[src/hdl/usdp_defs.vh]
`ifndef USDP_DEFS_VH
`define USDP_DEFS_VH
// register byte addresses (printed offsets are indices; byte address = 4 * index)
`define USDP_IDX_STATUS 8'hc8
`define USDP_IDX_DATA 8'hc9
`define USDP_IDX_CLEAR 8'hd8
`define USDP_IDX_MASK 8'he0
`define USDP_IDX_CTRL 8'he1
`define USDP_ADDR_STATUS 12'h320
`define USDP_ADDR_DATA 12'h324
`define USDP_ADDR_CLEAR 12'h360
`define USDP_ADDR_MASK 12'h380
`define USDP_ADDR_CTRL 12'h384
// status bit positions
`define USDP_B_TXEMPTY 7
`define USDP_B_TXDONE 6
`define USDP_B_RXFULL 5
`define USDP_B_IDLE 4
`define USDP_B_OVERRUN 3
`define USDP_B_NOISE 2
`define USDP_B_FRAME 1
`define USDP_B_PARITY 0
// ctrl bit positions
`define USDP_C_PAREN 0
`define USDP_C_PARODD 1
// reset values
`define USDP_RST_DATA 8'h00
`define USDP_RST_MASK 8'h00
`define USDP_RST_CTRL 8'h00
// timing: bit rate and oversampling
`define USDP_CLK_HZ 125000000
`define USDP_BAUD 115200
`define USDP_OVS 16
`define USDP_TICK_DIV (`USDP_CLK_HZ / (`USDP_BAUD * `USDP_OVS))
`define USDP_IDLE_BITS 10
`endif

[src/hdl/usdp_rx.v]
`timescale 1ns/1ns
`include "usdp_defs.vh"
module usdp_rx (
   input wire clock, // core clock
   input wire rst_n, // async reset, low
   input wire tick, // oversample enable
   input wire rxd, // synchronised serial in
   input wire parEn, // parity enable
   input wire parOdd, // odd parity
   output reg done_q, // one-cycle character complete
   output reg [7:0] data_q, // received byte
   output reg noise_q, // samples disagreed
   output reg frame_q, // bad stop bit
   output reg parity_q, // parity mismatch
   output reg idle_q // one-cycle idle line found
);
   reg busy_q;
   reg [3:0] ovs_q;
   reg [3:0] bitIdx_q;
   reg [9:0] shift_q;
   reg [2:0] smp_q;
   reg noisy_q;
   reg [7:0] idleCnt_q;
   reg idleArm_q;
   wire majority = (smp_q[0] & smp_q[1]) | (smp_q[1] & smp_q[2]) | (smp_q[0] & smp_q[2]);
   wire [3:0] lastIdx = parEn ? 4'ha : 4'h9;
   always @(posedge clock or negedge rst_n) begin
      if (!rst_n) begin
         busy_q <= 1'b0;
         ovs_q <= 4'h0;
         bitIdx_q <= 4'h0;
         shift_q <= 10'h000;
         smp_q <= 3'h7;
         noisy_q <= 1'b0;
         done_q <= 1'b0;
         data_q <= 8'h00;
         noise_q <= 1'b0;
         frame_q <= 1'b0;
         parity_q <= 1'b0;
         idle_q <= 1'b0;
         idleCnt_q <= 8'h00;
         idleArm_q <= 1'b0;
      end else begin
         done_q <= 1'b0;
         idle_q <= 1'b0;
         if (tick) begin
            if (!busy_q) begin
               if (rxd) begin
                  // idle: ten bit times (USDP_IDLE_BITS) of mark after activity
                  if (idleArm_q) begin
                     idleCnt_q <= idleCnt_q + 8'h01;
                     if (idleCnt_q == `USDP_IDLE_BITS * `USDP_OVS - 1) begin
                        idle_q <= 1'b1;
                        idleArm_q <= 1'b0;
                     end
                  end
               end else begin
                  busy_q <= 1'b1;
                  ovs_q <= 4'h0;
                  bitIdx_q <= 4'h0;
                  noisy_q <= 1'b0;
                  idleCnt_q <= 8'h00;
               end
            end else begin
               ovs_q <= ovs_q + 4'h1;
               if (ovs_q >= 4'h7 && ovs_q <= 4'h9) begin
                  smp_q <= {smp_q[1:0], rxd};
               end
               if (ovs_q == 4'ha) begin
                  if (!(smp_q == 3'h0 || smp_q == 3'h7)) begin
                     noisy_q <= 1'b1;
                  end
                  shift_q <= {majority, shift_q[9:1]};
                  if (bitIdx_q == 4'h0 && majority) begin
                     busy_q <= 1'b0; // false start
                  end else if (bitIdx_q == lastIdx) begin
                     busy_q <= 1'b0;
                     done_q <= 1'b1;
                     idleArm_q <= 1'b1;
                     noise_q <= noisy_q | !(smp_q == 3'h0 || smp_q == 3'h7);
                     frame_q <= !majority;
                  end
                  bitIdx_q <= bitIdx_q + 4'h1;
               end
               if (ovs_q == 4'hf) begin
                  ovs_q <= 4'h0;
               end
            end
         end
         // shifter now holds stop in bit 9; with parity the start bit has fallen out
         if (done_q && parEn) begin
            data_q <= shift_q[7:0];
            parity_q <= (^shift_q[8:0]) ^ parOdd;
         end else if (done_q) begin
            data_q <= shift_q[8:1];
            parity_q <= 1'b0;
         end
      end
   end
endmodule

[src/hdl/usdp_top.v]
// Function
// - bit7 set when transmit holding buffer empties
// - bit6 set when transmitter goes fully idle
// - bit5 set when a character is received
// - bit4 set on idle line
// - bit3 set when character lost
// - bit2 set on noisy reception
// - bit1 set on bad stop bit
// - bit0 set on parity mismatch
// - data reads receive, writes transmit buffer
// - flags cleared by writing one; bits 7 and 6 also by a data write
//
// Implementation choice: the APB interface to the registers.
`timescale 1ns/1ns
`include "usdp_defs.vh"
module usdp_top (
   input wire clock, // core clock, 125 MHz
   input wire rst_n, // async reset, low
   input wire psel, // apb select
   input wire penable, // apb enable
   input wire pwrite, // apb direction
   input wire [11:0] paddr, // apb byte address
   input wire [31:0] pwdata, // apb write data
   output reg [31:0] prdata, // apb read data
   output reg pready, // apb ready
   output reg pslverr, // apb error
   input wire rxdPin, // serial input
   output reg txdPin, // serial output
   output reg irq // interrupt, high
);
   reg rxMeta_q;
   reg rxSync_q;
   reg [15:0] divCnt_q;
   reg tick_q;
   reg [7:0] txHold_q;
   reg txHoldFull_q;
   reg [7:0] rxBuf_q;
   reg [7:0] flags_q;
   reg [7:0] mask_q;
   reg [7:0] ctrl_q;
   wire txBusy;
   wire txSerial;
   wire rxDone;
   wire [7:0] rxData;
   wire rxNoise;
   wire rxFrame;
   wire rxParity;
   wire rxIdle;
   reg rxDoneDly_q;
   reg txBusyDly_q;
   wire txDoneEdge = txBusyDly_q && !txBusy;

   function known;
      input [11:0] a;
      begin
         known = (a == `USDP_ADDR_STATUS) || (a == `USDP_ADDR_DATA) ||
                 (a == `USDP_ADDR_CLEAR) || (a == `USDP_ADDR_MASK) ||
                 (a == `USDP_ADDR_CTRL);
      end
   endfunction

   wire access = psel && penable && pready;
   wire wrEn = access && pwrite && known(paddr);
   wire rdEn = access && !pwrite && known(paddr);
   wire wrData = wrEn && (paddr == `USDP_ADDR_DATA);
   wire wrClear = wrEn && (paddr == `USDP_ADDR_CLEAR);
   wire [7:0] clrBits = wrClear ? pwdata[7:0] : 8'h00;
   wire shiftLoad = txHoldFull_q && !txBusy;

   always @(posedge clock or negedge rst_n) begin
      if (!rst_n) begin
         rxMeta_q <= 1'b1;
         rxSync_q <= 1'b1;
      end else begin
         rxMeta_q <= rxdPin;
         rxSync_q <= rxMeta_q;
      end
   end

   always @(posedge clock or negedge rst_n) begin
      if (!rst_n) begin
         divCnt_q <= 16'h0000;
         tick_q <= 1'b0;
      end else if (divCnt_q == `USDP_TICK_DIV - 1) begin
         divCnt_q <= 16'h0000;
         tick_q <= 1'b1;
      end else begin
         divCnt_q <= divCnt_q + 16'h0001;
         tick_q <= 1'b0;
      end
   end

   usdp_tx usdp_tx_inst (
      .clock(clock),
      .rst_n(rst_n),
      .tick(tick_q),
      .load(shiftLoad),
      .loadData(txHold_q),
      .parEn(ctrl_q[`USDP_C_PAREN]),
      .parOdd(ctrl_q[`USDP_C_PARODD]),
      .busy_q(txBusy),
      .txd_q(txSerial)
   );

   usdp_rx usdp_rx_inst (
      .clock(clock),
      .rst_n(rst_n),
      .tick(tick_q),
      .rxd(rxSync_q),
      .parEn(ctrl_q[`USDP_C_PAREN]),
      .parOdd(ctrl_q[`USDP_C_PARODD]),
      .done_q(rxDone),
      .data_q(rxData),
      .noise_q(rxNoise),
      .frame_q(rxFrame),
      .parity_q(rxParity),
      .idle_q(rxIdle)
   );

   // receive data settles one cycle after done; act on the delayed pulse
   always @(posedge clock or negedge rst_n) begin
      if (!rst_n) begin
         rxDoneDly_q <= 1'b0;
      end else begin
         rxDoneDly_q <= rxDone;
      end
   end

   // transmit holding buffer
   always @(posedge clock or negedge rst_n) begin
      if (!rst_n) begin
         txHold_q <= `USDP_RST_DATA;
         txHoldFull_q <= 1'b0;
      end else if (wrData) begin
         txHold_q <= pwdata[7:0];
         txHoldFull_q <= 1'b1;
      end else if (shiftLoad) begin
         txHoldFull_q <= 1'b0;
      end
   end

   // event flags: hardware set wins over write-one clear
   always @(posedge clock or negedge rst_n) begin
      if (!rst_n) begin
         flags_q <= 8'h00;
         rxBuf_q <= `USDP_RST_DATA;
      end else begin
         flags_q <= flags_q & ~clrBits;
         if (shiftLoad) begin
            flags_q[`USDP_B_TXEMPTY] <= 1'b1;
         end
         if (wrData) begin
            flags_q[`USDP_B_TXEMPTY] <= 1'b0;
            flags_q[`USDP_B_TXDONE] <= 1'b0;
         end
         if (!txBusy && !txHoldFull_q && !wrData && txDoneEdge) begin
            flags_q[`USDP_B_TXDONE] <= 1'b1;
         end
         if (rxIdle) begin
            flags_q[`USDP_B_IDLE] <= 1'b1;
         end
         if (rxDoneDly_q) begin
            if (flags_q[`USDP_B_RXFULL] && !clrBits[`USDP_B_RXFULL]) begin
               flags_q[`USDP_B_OVERRUN] <= 1'b1;
            end else begin
               rxBuf_q <= rxData;
               flags_q[`USDP_B_RXFULL] <= 1'b1;
               flags_q[`USDP_B_NOISE] <= rxNoise | (flags_q[`USDP_B_NOISE] & ~clrBits[2]);
               flags_q[`USDP_B_FRAME] <= rxFrame | (flags_q[`USDP_B_FRAME] & ~clrBits[1]);
               flags_q[`USDP_B_PARITY] <= rxParity | (flags_q[0] & ~clrBits[0]);
            end
         end
      end
   end

   always @(posedge clock or negedge rst_n) begin
      if (!rst_n) begin
         txBusyDly_q <= 1'b0;
      end else begin
         txBusyDly_q <= txBusy;
      end
   end

   // mask and control registers
   always @(posedge clock or negedge rst_n) begin
      if (!rst_n) begin
         mask_q <= `USDP_RST_MASK;
         ctrl_q <= `USDP_RST_CTRL;
      end else if (wrEn) begin
         if (paddr == `USDP_ADDR_MASK) begin
            mask_q <= pwdata[7:0];
         end
         if (paddr == `USDP_ADDR_CTRL) begin
            ctrl_q <= pwdata[7:0];
         end
      end
   end

   // apb slave: no wait state, ready in first access cycle
   always @(posedge clock or negedge rst_n) begin
      if (!rst_n) begin
         pready <= 1'b0;
         pslverr <= 1'b0;
         prdata <= 32'h00000000;
      end else begin
         pready <= psel && !penable;
         pslverr <= psel && !penable && !known(paddr);
         if (psel && !penable && !pwrite) begin
            case (paddr)
               `USDP_ADDR_STATUS: prdata <= {24'h000000, flags_q};
               `USDP_ADDR_DATA: prdata <= {24'h000000, rxBuf_q};
               `USDP_ADDR_MASK: prdata <= {24'h000000, mask_q};
               `USDP_ADDR_CTRL: prdata <= {24'h000000, ctrl_q};
               default: prdata <= 32'h00000000;
            endcase
         end else if (!psel) begin
            prdata <= 32'h00000000;
         end
      end
   end

   always @(posedge clock or negedge rst_n) begin
      if (!rst_n) begin
         txdPin <= 1'b1;
         irq <= 1'b0;
      end else begin
         txdPin <= txSerial;
         irq <= |(flags_q & mask_q);
      end
   end
endmodule

[src/hdl/usdp_tx.v]
`timescale 1ns/1ns
`include "usdp_defs.vh"
module usdp_tx (
   input wire clock, // core clock
   input wire rst_n, // async reset, low
   input wire tick, // oversample enable
   input wire load, // take byte from holding buffer
   input wire [7:0] loadData, // byte to send
   input wire parEn, // parity enable
   input wire parOdd, // odd parity
   output reg busy_q, // shifter working
   output reg txd_q // serial out
);
   reg [10:0] shift_q;
   reg [3:0] bitCnt_q;
   reg [3:0] ovs_q;
   always @(posedge clock or negedge rst_n) begin
      if (!rst_n) begin
         shift_q <= 11'h7ff;
         bitCnt_q <= 4'h0;
         ovs_q <= 4'h0;
         busy_q <= 1'b0;
         txd_q <= 1'b1;
      end else if (!busy_q) begin
         txd_q <= 1'b1;
         if (load) begin
            shift_q <= {1'b1, parEn ? ((^loadData) ^ parOdd) : 1'b1, loadData, 1'b0};
            bitCnt_q <= parEn ? 4'hb : 4'ha;
            ovs_q <= 4'h0;
            busy_q <= 1'b1;
         end
      end else if (tick) begin
         txd_q <= shift_q[0];
         ovs_q <= ovs_q + 4'h1;
         if (ovs_q == 4'hf) begin
            shift_q <= {1'b1, shift_q[10:1]};
            bitCnt_q <= bitCnt_q - 4'h1;
            if (bitCnt_q == 4'h1) begin
               busy_q <= 1'b0;
            end
         end
      end
   end
endmodule
[config.mk]
export PLATFORM = sky130hd
export DESIGN_NAME = usdp_top
export DESIGN_NICKNAME = d
export VERILOG_FILES = /design/src/hdl/usdp_rx.v /design/src/hdl/usdp_top.v /design/src/hdl/usdp_tx.v
export VERILOG_INCLUDE_DIRS = /design/src /design/src/hdl
export SDC_FILE = /design/constraint.sdc
export NUM_CORES = 1
export LEC_CHECK = 0
export ABC_AREA = 1
export BUFFER_PORTS_ARGS = -buffer_cell sky130_fd_sc_hd__buf_2
export CORE_ASPECT_RATIO = 0.7
export CORE_MARGIN = 2
export CORE_UTILIZATION = 61
export CTS_BUF_LIST = sky130_fd_sc_hd__clkbuf_2
export DETAILED_ROUTE_END_ITERATION = 16
export GPL_ROUTABILITY_DRIVEN = 0
export HOLD_SLACK_MARGIN = 0.15
export PLACE_DENSITY_LB_ADDON = 0.1
export SLEW_MARGIN = 0
export SYNTH_ARGS = -nofsm -noshare
export SYNTH_HDL_FRONTEND = slang
export SYNTH_SLANG_ARGS = --single-unit
[constraint.sdc]
create_clock -name clock -period 1.9 [get_ports clock]
set_input_delay 0.19 -clock clock [delete_from_list [all_inputs] [get_ports clock]]
set_output_delay 0.19 -clock clock [all_outputs]
set_load 0.02 [all_outputs]
==> metrics.txt, run 1 <==
Final Setup Violations=0; FP Rows=33; initial antenna violation count=0; worst min-delay path category=in -> reg; Placed Cells incl. Taps=1,086; Post-synth top cells=nand2_1, dfrtp_1, inv_1; reg2reg end=txHold_q[3]; nets@finish=1,049; GR Overflow Total=0; CORE AREA=11,600 um2; Bufs on Longest Clock Path=2; max-cap violations=0; Worst Skew=35.5 ps; first-pass GRT wire length=27.3 mm; Crit path top cell by count=nand2_1; DRC violations left=0; fin crit share=0.980; # IOs=86; final hold vios=0; Synth top area share=0.427; total track usage=0.274; DP HPWL=11.4 mm; die area=12,600 um2; die height=94.6 um; normalized max-slew margin=0.636; Critical Path Max Stage Delay=580 ps; worst vdd ir=0.000400 V; HP Start=pwdata[3]; WP data required=2520 ps; via count=6,286; Leakage=0.00426 uW; initial drt markers=586; FF+latch area=3500 um2; r2r worst-path depth=6; pin count of the biggest net entering global routing=55; mapped cell area=7150 um2; final worst slack=37.5 ps; multi-input logic area=3070 um2; vias in the first global route=5,864; vias per cell=5.43; WL/cell=14.4 um; post-synthesis register bit count=139; Root Driver=clkbuf_2; leading area contributor after synthesis=dfrtp_1; H-tree level count=4; Worst Path Max Fanout=13; dominant synthesized flop cell=dfrtp_1; Antenna diodes=0; cells along the critical path=dlygate4sd3_1 > buf_2 > inv_1 > nand2_1 > nor2_2 > dlygate4sd3_1 > buf_4 > nand4_1 > nand2_1 > buf_6 > nand3_1 > nand2_1; IO Port Bufs=37; Layout Cell Area excl Fill=8200 um2; slowest CP cell=dlygate4sd3_1; worst slew pin tran=541 ps; Syn. warnings=0; fraction of final layout cells sized beyond drive strength 1=0.139; R2R Path Start=pready; Worst EP arrival=2480 ps; final core occ=0.710; pins over their slew limit=0; Num Clock Sinks=139; asr flop ratio synth=1.00; final non-filler cell total=1,157; CTS tree=done; min Tclk post-route=1860 ps; pre-CTS setup slack=132 ps; Syn-to-layout area delta=14.7%; Syn Area/Cell=8.02 um2; final wirelength=16.7 mm; CTS buffer count=17; Power Dens Cells=647 nW/um2; First-pass DRT Iterations=8; WS Path Type=in -> reg; die width=133 um; Hold EP=mask_q[3]; ANT nets after route=0; FILL cells=905; dpl cell area=7500 um2; crit path capture type=flop; FMAX=0.537 GHz; Initial Util=0.619; WHS Path Cells=4; R2R Setup Slk=170 ps; most common cell in the netlist=nand2_1; outcome=completed; library cells used by synthesis=41; cell count after synthesis=892; ranking of synthesized cells by area=dfrtp_1, nand2_1, dfstp_2, inv_1, nand3_1; EDFF count, synth=0; clk_lat worst skew=680 ps; post-synthesis sequential area ratio=0.489; critical path startpoint category=primary input; Clock transition at path regs=210 ps
worst max-delay path, delay by kind of cell:
family / cells / cell delay (ps)
AND/OR/NAND/NOR: 6 / 620
buffers and inverters: 6 / 1670
area by class of cell:
type                       count  area share
clock buffer                  19      0.0116
clock inverter                13      0.0244
sequential                   139       0.427
tap                          157      0.0239
multi-input combinational    631       0.375
inverter                     101      0.0462
timing repair buffer          97      0.0926
power by group:
part           switching [uW]  internal [uW]  total (uW)
combinational             175           82.5         258
clock                    1080            996        2070
sequential               4.22           2970        2970
cells by family after synthesis:
logic type | count (synthesis) | share of synthesized area
compound gates | 103 | 0.0773
buf+inv | 145 | 0.0957
other cells | 1 | 0.000524
xor+xnor | 19 | 0.0233
flops | 139 | 0.489
fa+ha+maj | 12 | 0.0210
simple gates | 473 | 0.293
flip-flops by register name (all words and copies together), names as in the netlist, 4 cells and up:
signal,flops
divCnt_q,16
usdp_rx_inst.shift_q,10
usdp_tx_inst.shift_q,10
ctrl_q,8
flags_q,8
mask_q,8
prdata,8
rxBuf_q,8
txHold_q,8
usdp_rx_inst.data_q,8
usdp_rx_inst.idleCnt_q,8
usdp_rx_inst.bitIdx_q,4
usdp_rx_inst.ovs_q,4
usdp_tx_inst.bitCnt_q,4
usdp_tx_inst.ovs_q,4
how the worst max path moves through the flow:
stage / startpoint / endpoint / cells past startpoint
global placement: paddr[4] / txHold_q[1] / 9
global route: psel / prdata[7] / 11
detailed placement: paddr[6] / flags_q[7] / 9
CTS: pready / txHold_q[3] / 6
floorplan: usdp_rx_inst.ovs_q[0] / usdp_rx_inst.frame_q / 8
finish: paddr[4] / rxBuf_q[3] / 12
metal layers:
layer | part of all wire | global-route usage | wire length (um)
met4 | 0.015 | 0.0851 | 248
met3 | 0.058 | 0.0628 | 970
met1 | 0.46 | 0.381 | 7690
met5 | 0 | 0 | 0
met2 | 0.47 | 0.433 | 7800
stage by stage:
| step | hold WS [ps] | power (uW) | setup TNS (ps) |
|---|---|---|---|
| CTS | 285 | 5330 | 0 |
| detailed placement | 186 | 3230 | 0 |
| finish | 336 | 5300 | 0 |
| global placement | 183 | 3220 | 0 |
| floorplan | -106 | 3140 | 0 |
| global route | 246 | 5520 | -20.9 |
placed cells by master, fill, tap and decap left out, drive strengths merged, types with 10 or more instances in the layout:
master	count
a21oi	21
dfrtp	122
dfstp	17
buf	63
clkbuf	19
nor2	63
a31oi	10
dlygate4sd3	34
xor2	13
nand2	291
conb	24
nand4	29
inv	101
nand3	70
ha	12
nor3	13
o21ai	63
repair_timing:
action / 4_1_cts / 5_1_grt
hold buffers: 34 / 0
endpoints found under the hold margin: 190 / 0
setup endpoints to repair: 0 / 23
resized for setup: 0 / 7
setup buffers: 0 / 5
No activity file was read; power rests on OpenSTA's default activity.
==> inputs of run 2 (changes only) <==
--- a/config.mk
+++ b/config.mk
@@ -19,4 +19,5 @@
 export SLEW_MARGIN = 0
 export SYNTH_ARGS = -nofsm -noshare
 export SYNTH_HDL_FRONTEND = slang
+export SYNTH_HIERARCHICAL = 1
 export SYNTH_SLANG_ARGS = --single-unit
==> metrics.txt, run 2 <==
FMAX=0.549 GHz (was 0.537 GHz); initial antenna violation count=0 (unchanged); ranking of synthesized cells by area=dfrtp_1, nand2_1, dfstp_2, nand3_1, inv_1 (was dfrtp_1, nand2_1, dfstp_2, inv_1, nand3_1); Root Driver=clkbuf_2 (unchanged); IO Port Bufs=37 (unchanged); FILL cells=945 (was 905); worst slew pin tran=553 ps (was 541 ps); clk_lat worst skew=680 ps (about the same); Power Dens Cells=592 nW/um2 (was 647 nW/um2); Post-synth top cells=nand2_1, dfrtp_1, inv_1 (unchanged); Num Clock Sinks=139 (unchanged); library cells used by synthesis=46 (was 41); initial drt markers=505 (was 586); post-synthesis sequential area ratio=0.477 (was 0.489); total track usage=0.270 (was 0.274); Clock transition at path regs=170 ps (was 210 ps); max reg flops=16 (unchanged); first-pass GRT wire length=27.6 mm (was 27.3 mm); Critical Path Max Stage Delay=660 ps (was 580 ps); WP data required=2460 ps (was 2520 ps); Final Setup Violations=0 (unchanged); R2R Setup Slk=170 ps (about the same); pins over their slew limit=0 (unchanged); R2R Path Start=usdp_tx_inst/busy_q (was pready); final core occ=0.697 (was 0.710); cell count after synthesis=910 (was 892); crit path capture type=flop (unchanged); Critical Path End=mask_q[0] (was rxBuf_q[3]); DRC violations left=0 (unchanged); EDFF count, synth=0 (unchanged); leading area contributor after synthesis=dfrtp_1 (unchanged); FP Rows=33 (unchanged); die area=12,900 um2 (was 12,600 um2); post-CTS setup buffers=0 (unchanged); pin count of the biggest net entering global routing=59 (was 55); Worst Path Max Fanout=9 (was 13); Initial Util=0.625 (was 0.619); WS Path Type=in -> reg (unchanged); WL/cell=14.2 um (was 14.4 um); via count=6,325 (was 6,286); fraction of final layout cells sized beyond drive strength 1=0.146 (was 0.139); largest registers=divCnt_q x16, usdp_rx_inst/shift_q x10, usdp_tx_inst/shift_q x10 (was divCnt_q x16, usdp_rx_inst.shift_q x10, usdp_tx_inst.shift_q x10); dominant synthesized flop cell=dfrtp_1 (unchanged); fin crit share=0.959 (was 0.980); Bufs on Longest Clock Path=2 (unchanged); critical path startpoint category=primary input (unchanged); Synth top area share=0.417 (was 0.427); Syn. warnings=6 (was 0); worst hold margin=181 ps (was 336 ps); most common cell in the netlist=nand2_1 (unchanged); worst vdd ir=0.000585 V (was 0.000400 V); reg2reg end=usdp_tx_inst/shift_q[9] (was txHold_q[3]); nets@finish=1,054 (was 1,049); CTS buffer count=17 (unchanged); Syn-to-layout area delta=11.6% (was 14.7%); CTS tree=done (unchanged); commonest non-fill, non-tap cell in the layout=nand2_1 (unchanged); final hold vios=0 (unchanged); # IOs=86 (unchanged); worst min-delay path category=in -> reg (unchanged); asr flop ratio synth=1.00 (unchanged); GR Overflow Total=0 (unchanged); ANT nets after route=0 (unchanged); final wirelength=16.5 mm (was 16.7 mm); Worst Skew=36.7 ps (was 35.5 ps); DP HPWL=11.6 mm (was 11.4 mm); die height=95.7 um (was 94.6 um); normalized max-slew margin=0.630 (was 0.636); final worst slack=78.6 ps (was 37.5 ps); vias in the first global route=5,948 (was 5,864); max-cap violations=0 (unchanged); Worst EP arrival=2380 ps (was 2480 ps); die width=135 um (was 133 um); r2r worst-path depth=6 (unchanged); cells along the critical path=dlygate4sd3_1 > buf_2 > nor2_1 > nand3_2 > dlygate4sd3_1 > nor2_4 > nand3_4 > nand2_1 > nand2_1 (was dlygate4sd3_1 > buf_2 > inv_1 > nand2_1 > nor2_2 > dlygate4sd3_1 > buf_4 > nand4_1 > nand2_1 > buf_6 > nand3_1 > nand2_1); Antenna diodes=0 (unchanged); crit path from=paddr[4] (unchanged); most frequent cells in the layout=nand2_1, dfrtp_1, inv_1 (unchanged); post-synthesis register bit count=139 (unchanged); mapped cell area=7330 um2 (was 7150 um2); pre-CTS setup slack=223 ps (was 132 ps); slowest CP cell=dlygate4sd3_1 (unchanged); largest reg by FF count=divCnt_q (unchanged); First-pass DRT Iterations=8 (unchanged); H-tree level count=4 (unchanged); Syn Area/Cell=8.05 um2 (was 8.02 um2); CORE AREA=11,700 um2 (was 11,600 um2); outcome=completed (unchanged); vias per cell=5.45 (was 5.43); min Tclk post-route=1820 ps (was 1860 ps); Leakage=0.00422 uW (was 0.00426 uW)
[run 2: cell types whose count changed after synthesis, sizes merged, moves of 3 or more]
| cell | delta |
|---|---|
| nand2 | +7 |
| nand3 | +17 |
| inv | -5 |
| buf | +5 |
| o21ai | -7 |
| a21oi | +4 |
| clkbuf | -3 |
| a31oi | -3 |
[run 2: worst min path at each step]
| stage | from | end | slack, ps | depth (start not counted) |
|---|---|---|---|---|
| 3_3_place_gp | rst_n | prdata[3] | 180 | 1 |
| 5_1_grt | paddr[3] | mask_q[0] | 170 | 8 |
| 6_report | paddr[3] | mask_q[5] | 180 | 8 |
| 4_1_cts | paddr[3] | mask_q[1] | 150 | 8 |
| 2_1_floorplan | rst_n | ctrl_q[0] | -110 | 0 |
| 3_5_place_dp | rst_n | prdata[3] | 180 | 1 |
[run 2: power breakdown]
part	leakage [uW]	internal, uW	total, uW	switching [uW]
combinational	0.00226	81.6	258	176
sequential	0.00183	2970	2970	2.44
clock	0.000130	586	1620	1030
[run 2: layout make-up]
class                      count  area [um2]  share of cell area
multi-input combinational    650        3240               0.396
inverter                      98         369              0.0451
sequential                   139        3500               0.428
tap                          157         196              0.0240
timing repair buffer          86         671              0.0820
clock buffer                  20         100              0.0122
clock inverter                11         105              0.0129
[run 2: cell families after synthesis]
family                   after synthesis  share of synthesized area
adder cells (fa/ha/maj)               12                     0.0205
AND/OR/NAND/NOR                      500                      0.307
other                                  1                   0.000512
buffers and inverters                144                     0.0968
flip-flops                           139                      0.477
XOR/XNOR                              16                     0.0191
AO/OA/AOI/OAI                         98                     0.0785
[run 2: worst max-delay path, delay by kind of cell]
| family | cells | cell delay (ps) |
|---|---|---|
| simple gates | 6 | 870 |
| buf+inv | 3 | 1330 |
[run 2: metal layers]
| metal | routed length [um] | global-route usage |
|---|---|---|
| met1 | 7720 | 0.391 |
| met2 | 7530 | 0.419 |
| met3 | 1100 | 0.0537 |
| met4 | 157 | 0.0781 |
| met5 | 0 | 0 |
[run 2: metrics by stage]
stage	instance area, um2	std cells	TNS, ps	total power [uW]
2_1_floorplan	7420	933	0	3140
3_3_place_gp	7600	1097	0	3230
3_5_place_dp	7600	1097	0	3230
4_1_cts	8130	1161	0	4870
5_1_grt	8180	1161	-20.1	5040
6_report	8180	1161	0	4850
[run 2: timing repair]
| item | 4_1_cts | 5_1_grt |
|---|---|---|
| hold endpoints to repair | 186 | 0 |
| endpoints found under the setup margin | 0 | 21 |
| hold buffers | 33 | 0 |
| gates resized for setup | 0 | 9 |
==> inputs of run 3 (changes only) <==
--- a/config.mk
+++ b/config.mk
@@ -7,15 +7,16 @@
 export NUM_CORES = 1
 export LEC_CHECK = 0
 export ABC_AREA = 1
-export BUFFER_PORTS_ARGS = -buffer_cell sky130_fd_sc_hd__buf_2
 export CORE_ASPECT_RATIO = 0.7
 export CORE_MARGIN = 2
-export CORE_UTILIZATION = 61
+export CORE_UTILIZATION = 63
 export CTS_BUF_LIST = sky130_fd_sc_hd__clkbuf_2
 export DETAILED_ROUTE_END_ITERATION = 16
+export DONT_BUFFER_PORTS = 1
 export GPL_ROUTABILITY_DRIVEN = 0
 export HOLD_SLACK_MARGIN = 0.15
 export PLACE_DENSITY_LB_ADDON = 0.1
+export SKIP_CTS_REPAIR_TIMING = 1
 export SLEW_MARGIN = 0
 export SYNTH_ARGS = -nofsm -noshare
 export SYNTH_HDL_FRONTEND = slang
==> metrics.txt, run 3 (synthesis gave the netlist of run 2 again) <==
fraction of final layout cells sized beyond drive strength 1=0.113 (was 0.146); Critical Path End=rxBuf_q[0] (was mask_q[0]); WL/cell=14.5 um (was 14.2 um); CTS tree=done (unchanged); fin crit share=0.976 (was 0.959); max reg flops=16 (unchanged); final wirelength=16.2 mm (was 16.5 mm); via count=6,159 (was 6,325); FP Rows=32 (was 33); r2r worst-path depth=6 (unchanged); R2R Path Start=usdp_tx_inst/busy_q (unchanged); GR Overflow Total=0 (unchanged); pin count of the biggest net entering global routing=140 (was 59); clk_lat worst skew=670 ps (was 680 ps); Worst Skew=20.9 ps (was 36.7 ps); Initial Util=0.656 (was 0.625); initial drt markers=611 (was 505); DP HPWL=11.0 mm (was 11.6 mm); die height=94.2 um (was 95.7 um); Antenna diodes=0 (unchanged); FILL cells=855 (was 945); Final Setup Violations=0 (unchanged); DRC violations left=0 (unchanged); outcome=finished with violations (was completed); FMAX=0.539 GHz (was 0.549 GHz); initial antenna violation count=0 (unchanged); normalized max-slew margin=0.630 (about the same); first-pass GRT wire length=26.3 mm (was 27.6 mm); ANT nets after route=0 (unchanged); Bufs on Longest Clock Path=2 (unchanged); Worst Path Max Fanout=8 (was 9); CTS buffer count=17 (unchanged); pins over their slew limit=0 (unchanged); vias per cell=5.51 (was 5.45); worst min-delay path category=in -> async (was in -> reg); WS Path Type=in -> reg (unchanged); Num Clock Sinks=139 (unchanged); largest registers=divCnt_q x16, usdp_rx_inst/shift_q x10, usdp_tx_inst/shift_q x10 (unchanged); failing checks=negative hold slack; Worst EP arrival=2470 ps (was 2380 ps); Syn-to-layout area delta=9.80% (was 11.6%); IO Port Bufs=0 (was 37); nets@finish=1,013 (was 1,054); H-tree level count=4 (unchanged); worst slew pin tran=551 ps (was 553 ps); Root Driver=clkbuf_2 (unchanged); worst hold margin=-836 ps (was 181 ps); reg2reg end=usdp_tx_inst/bitCnt_q[3] (was usdp_tx_inst/shift_q[9]); Leakage=0.00409 uW (was 0.00422 uW); First-pass DRT Iterations=8 (unchanged); critical path startpoint category=primary input (unchanged); Power, Total=5520 uW (was 4850 uW); largest reg by FF count=divCnt_q (unchanged); most frequent cells in the layout=nand2_1, dfrtp_1, inv_1 (unchanged); die area=12,500 um2 (was 12,900 um2); R2R Setup Slk=200 ps (was 170 ps); max-cap violations=0 (unchanged); min Tclk post-route=1860 ps (was 1820 ps); total track usage=0.265 (was 0.270); commonest non-fill, non-tap cell in the layout=nand2_1 (unchanged); crit path from=paddr[11] (was paddr[4]); CORE AREA=11,200 um2 (was 11,700 um2); Power Dens Cells=686 nW/um2 (was 592 nW/um2); WP data required=2520 ps (was 2460 ps); die width=133 um (was 135 um); crit path capture type=flop (unchanged); vias in the first global route=5,569 (was 5,948); Clock transition at path regs=210 ps (was 170 ps); final hold vios=139 (was 0); worst vdd ir=0.000569 V (was 0.000585 V); # IOs=86 (unchanged)
==> run 3: cell count changes in the layout (fill, tap and decap cells not counted), sizes merged <==
cell / change
buf: -42
inv: +1
clkinv: -2
dlygate4sd3: +1
clkbuf: -3
bufinv: +5
==> run 3: cell type report <==
| type | instances | area (um2) | area share |
|---|---|---|---|
| Tap cell | 153 | 191 | 0.0238 |
| Sequential cell | 139 | 3500 | 0.435 |
| Clock buffer | 17 | 85.1 | 0.0106 |
| Inverter | 98 | 369 | 0.0459 |
| Clock inverter | 15 | 270 | 0.0336 |
| Multi-Input combinational cell | 650 | 3210 | 0.399 |
| Timing Repair Buffer | 45 | 423 | 0.0525 |
==> run 3: worst min-delay path by stage <==
stage,startpoint,endpoint,slack (ps)
final,rst_n,pready,-840
after global routing,rst_n,usdp_tx_inst/bitCnt_q[2],-930
after CTS,rst_n,usdp_rx_inst/busy_q,-890
after detailed placement,rst_n,prdata[0],-100
after global placement,rst_n,usdp_rx_inst/shift_q[0],-100
after floorplan,rst_n,ctrl_q[0],-110
==> run 3: critical path, cell delays in order <==
cell,delay [ps]
dlygate4sd3_1,570
nor2_1,130
nand2_1,150
nor2_4,170
dlygate4sd3_1,650
nand4_2,100
nand2_2,160
buf_4,180
nand3_1,80
nand2_1,90
==> run 3: layer usage <==
metal  track usage  vias up  part of all wire
li1              -     2980                 -
met1         0.379     2894              0.46
met2         0.399      260              0.45
met3        0.0658       25             0.078
met4        0.0824        0             0.012
met5             0        -                 0
==> run 3: per-stage QoR <==
stage	TNS [ps]	worst slack [ps]	area, um2	utilization	cells
2_1_floorplan	0	497	7420	-	933
3_3_place_gp	0	309	7350	0.658	1051
3_5_place_dp	0	266	7350	0.658	1051
4_1_cts	0	204	7710	0.690	1083
5_1_grt	-258	-46.4	8050	0.720	1117
6_report	0	44.9	8050	0.720	1117
==> run 3: where the power goes <==
part | total [uW] | internal (uW) | switching (uW)
clock | 2380 | 1260 | 1120
combinational | 161 | 52.6 | 109
sequential | 2980 | 2970 | 5.88
total | 5520 | 4290 | 1230
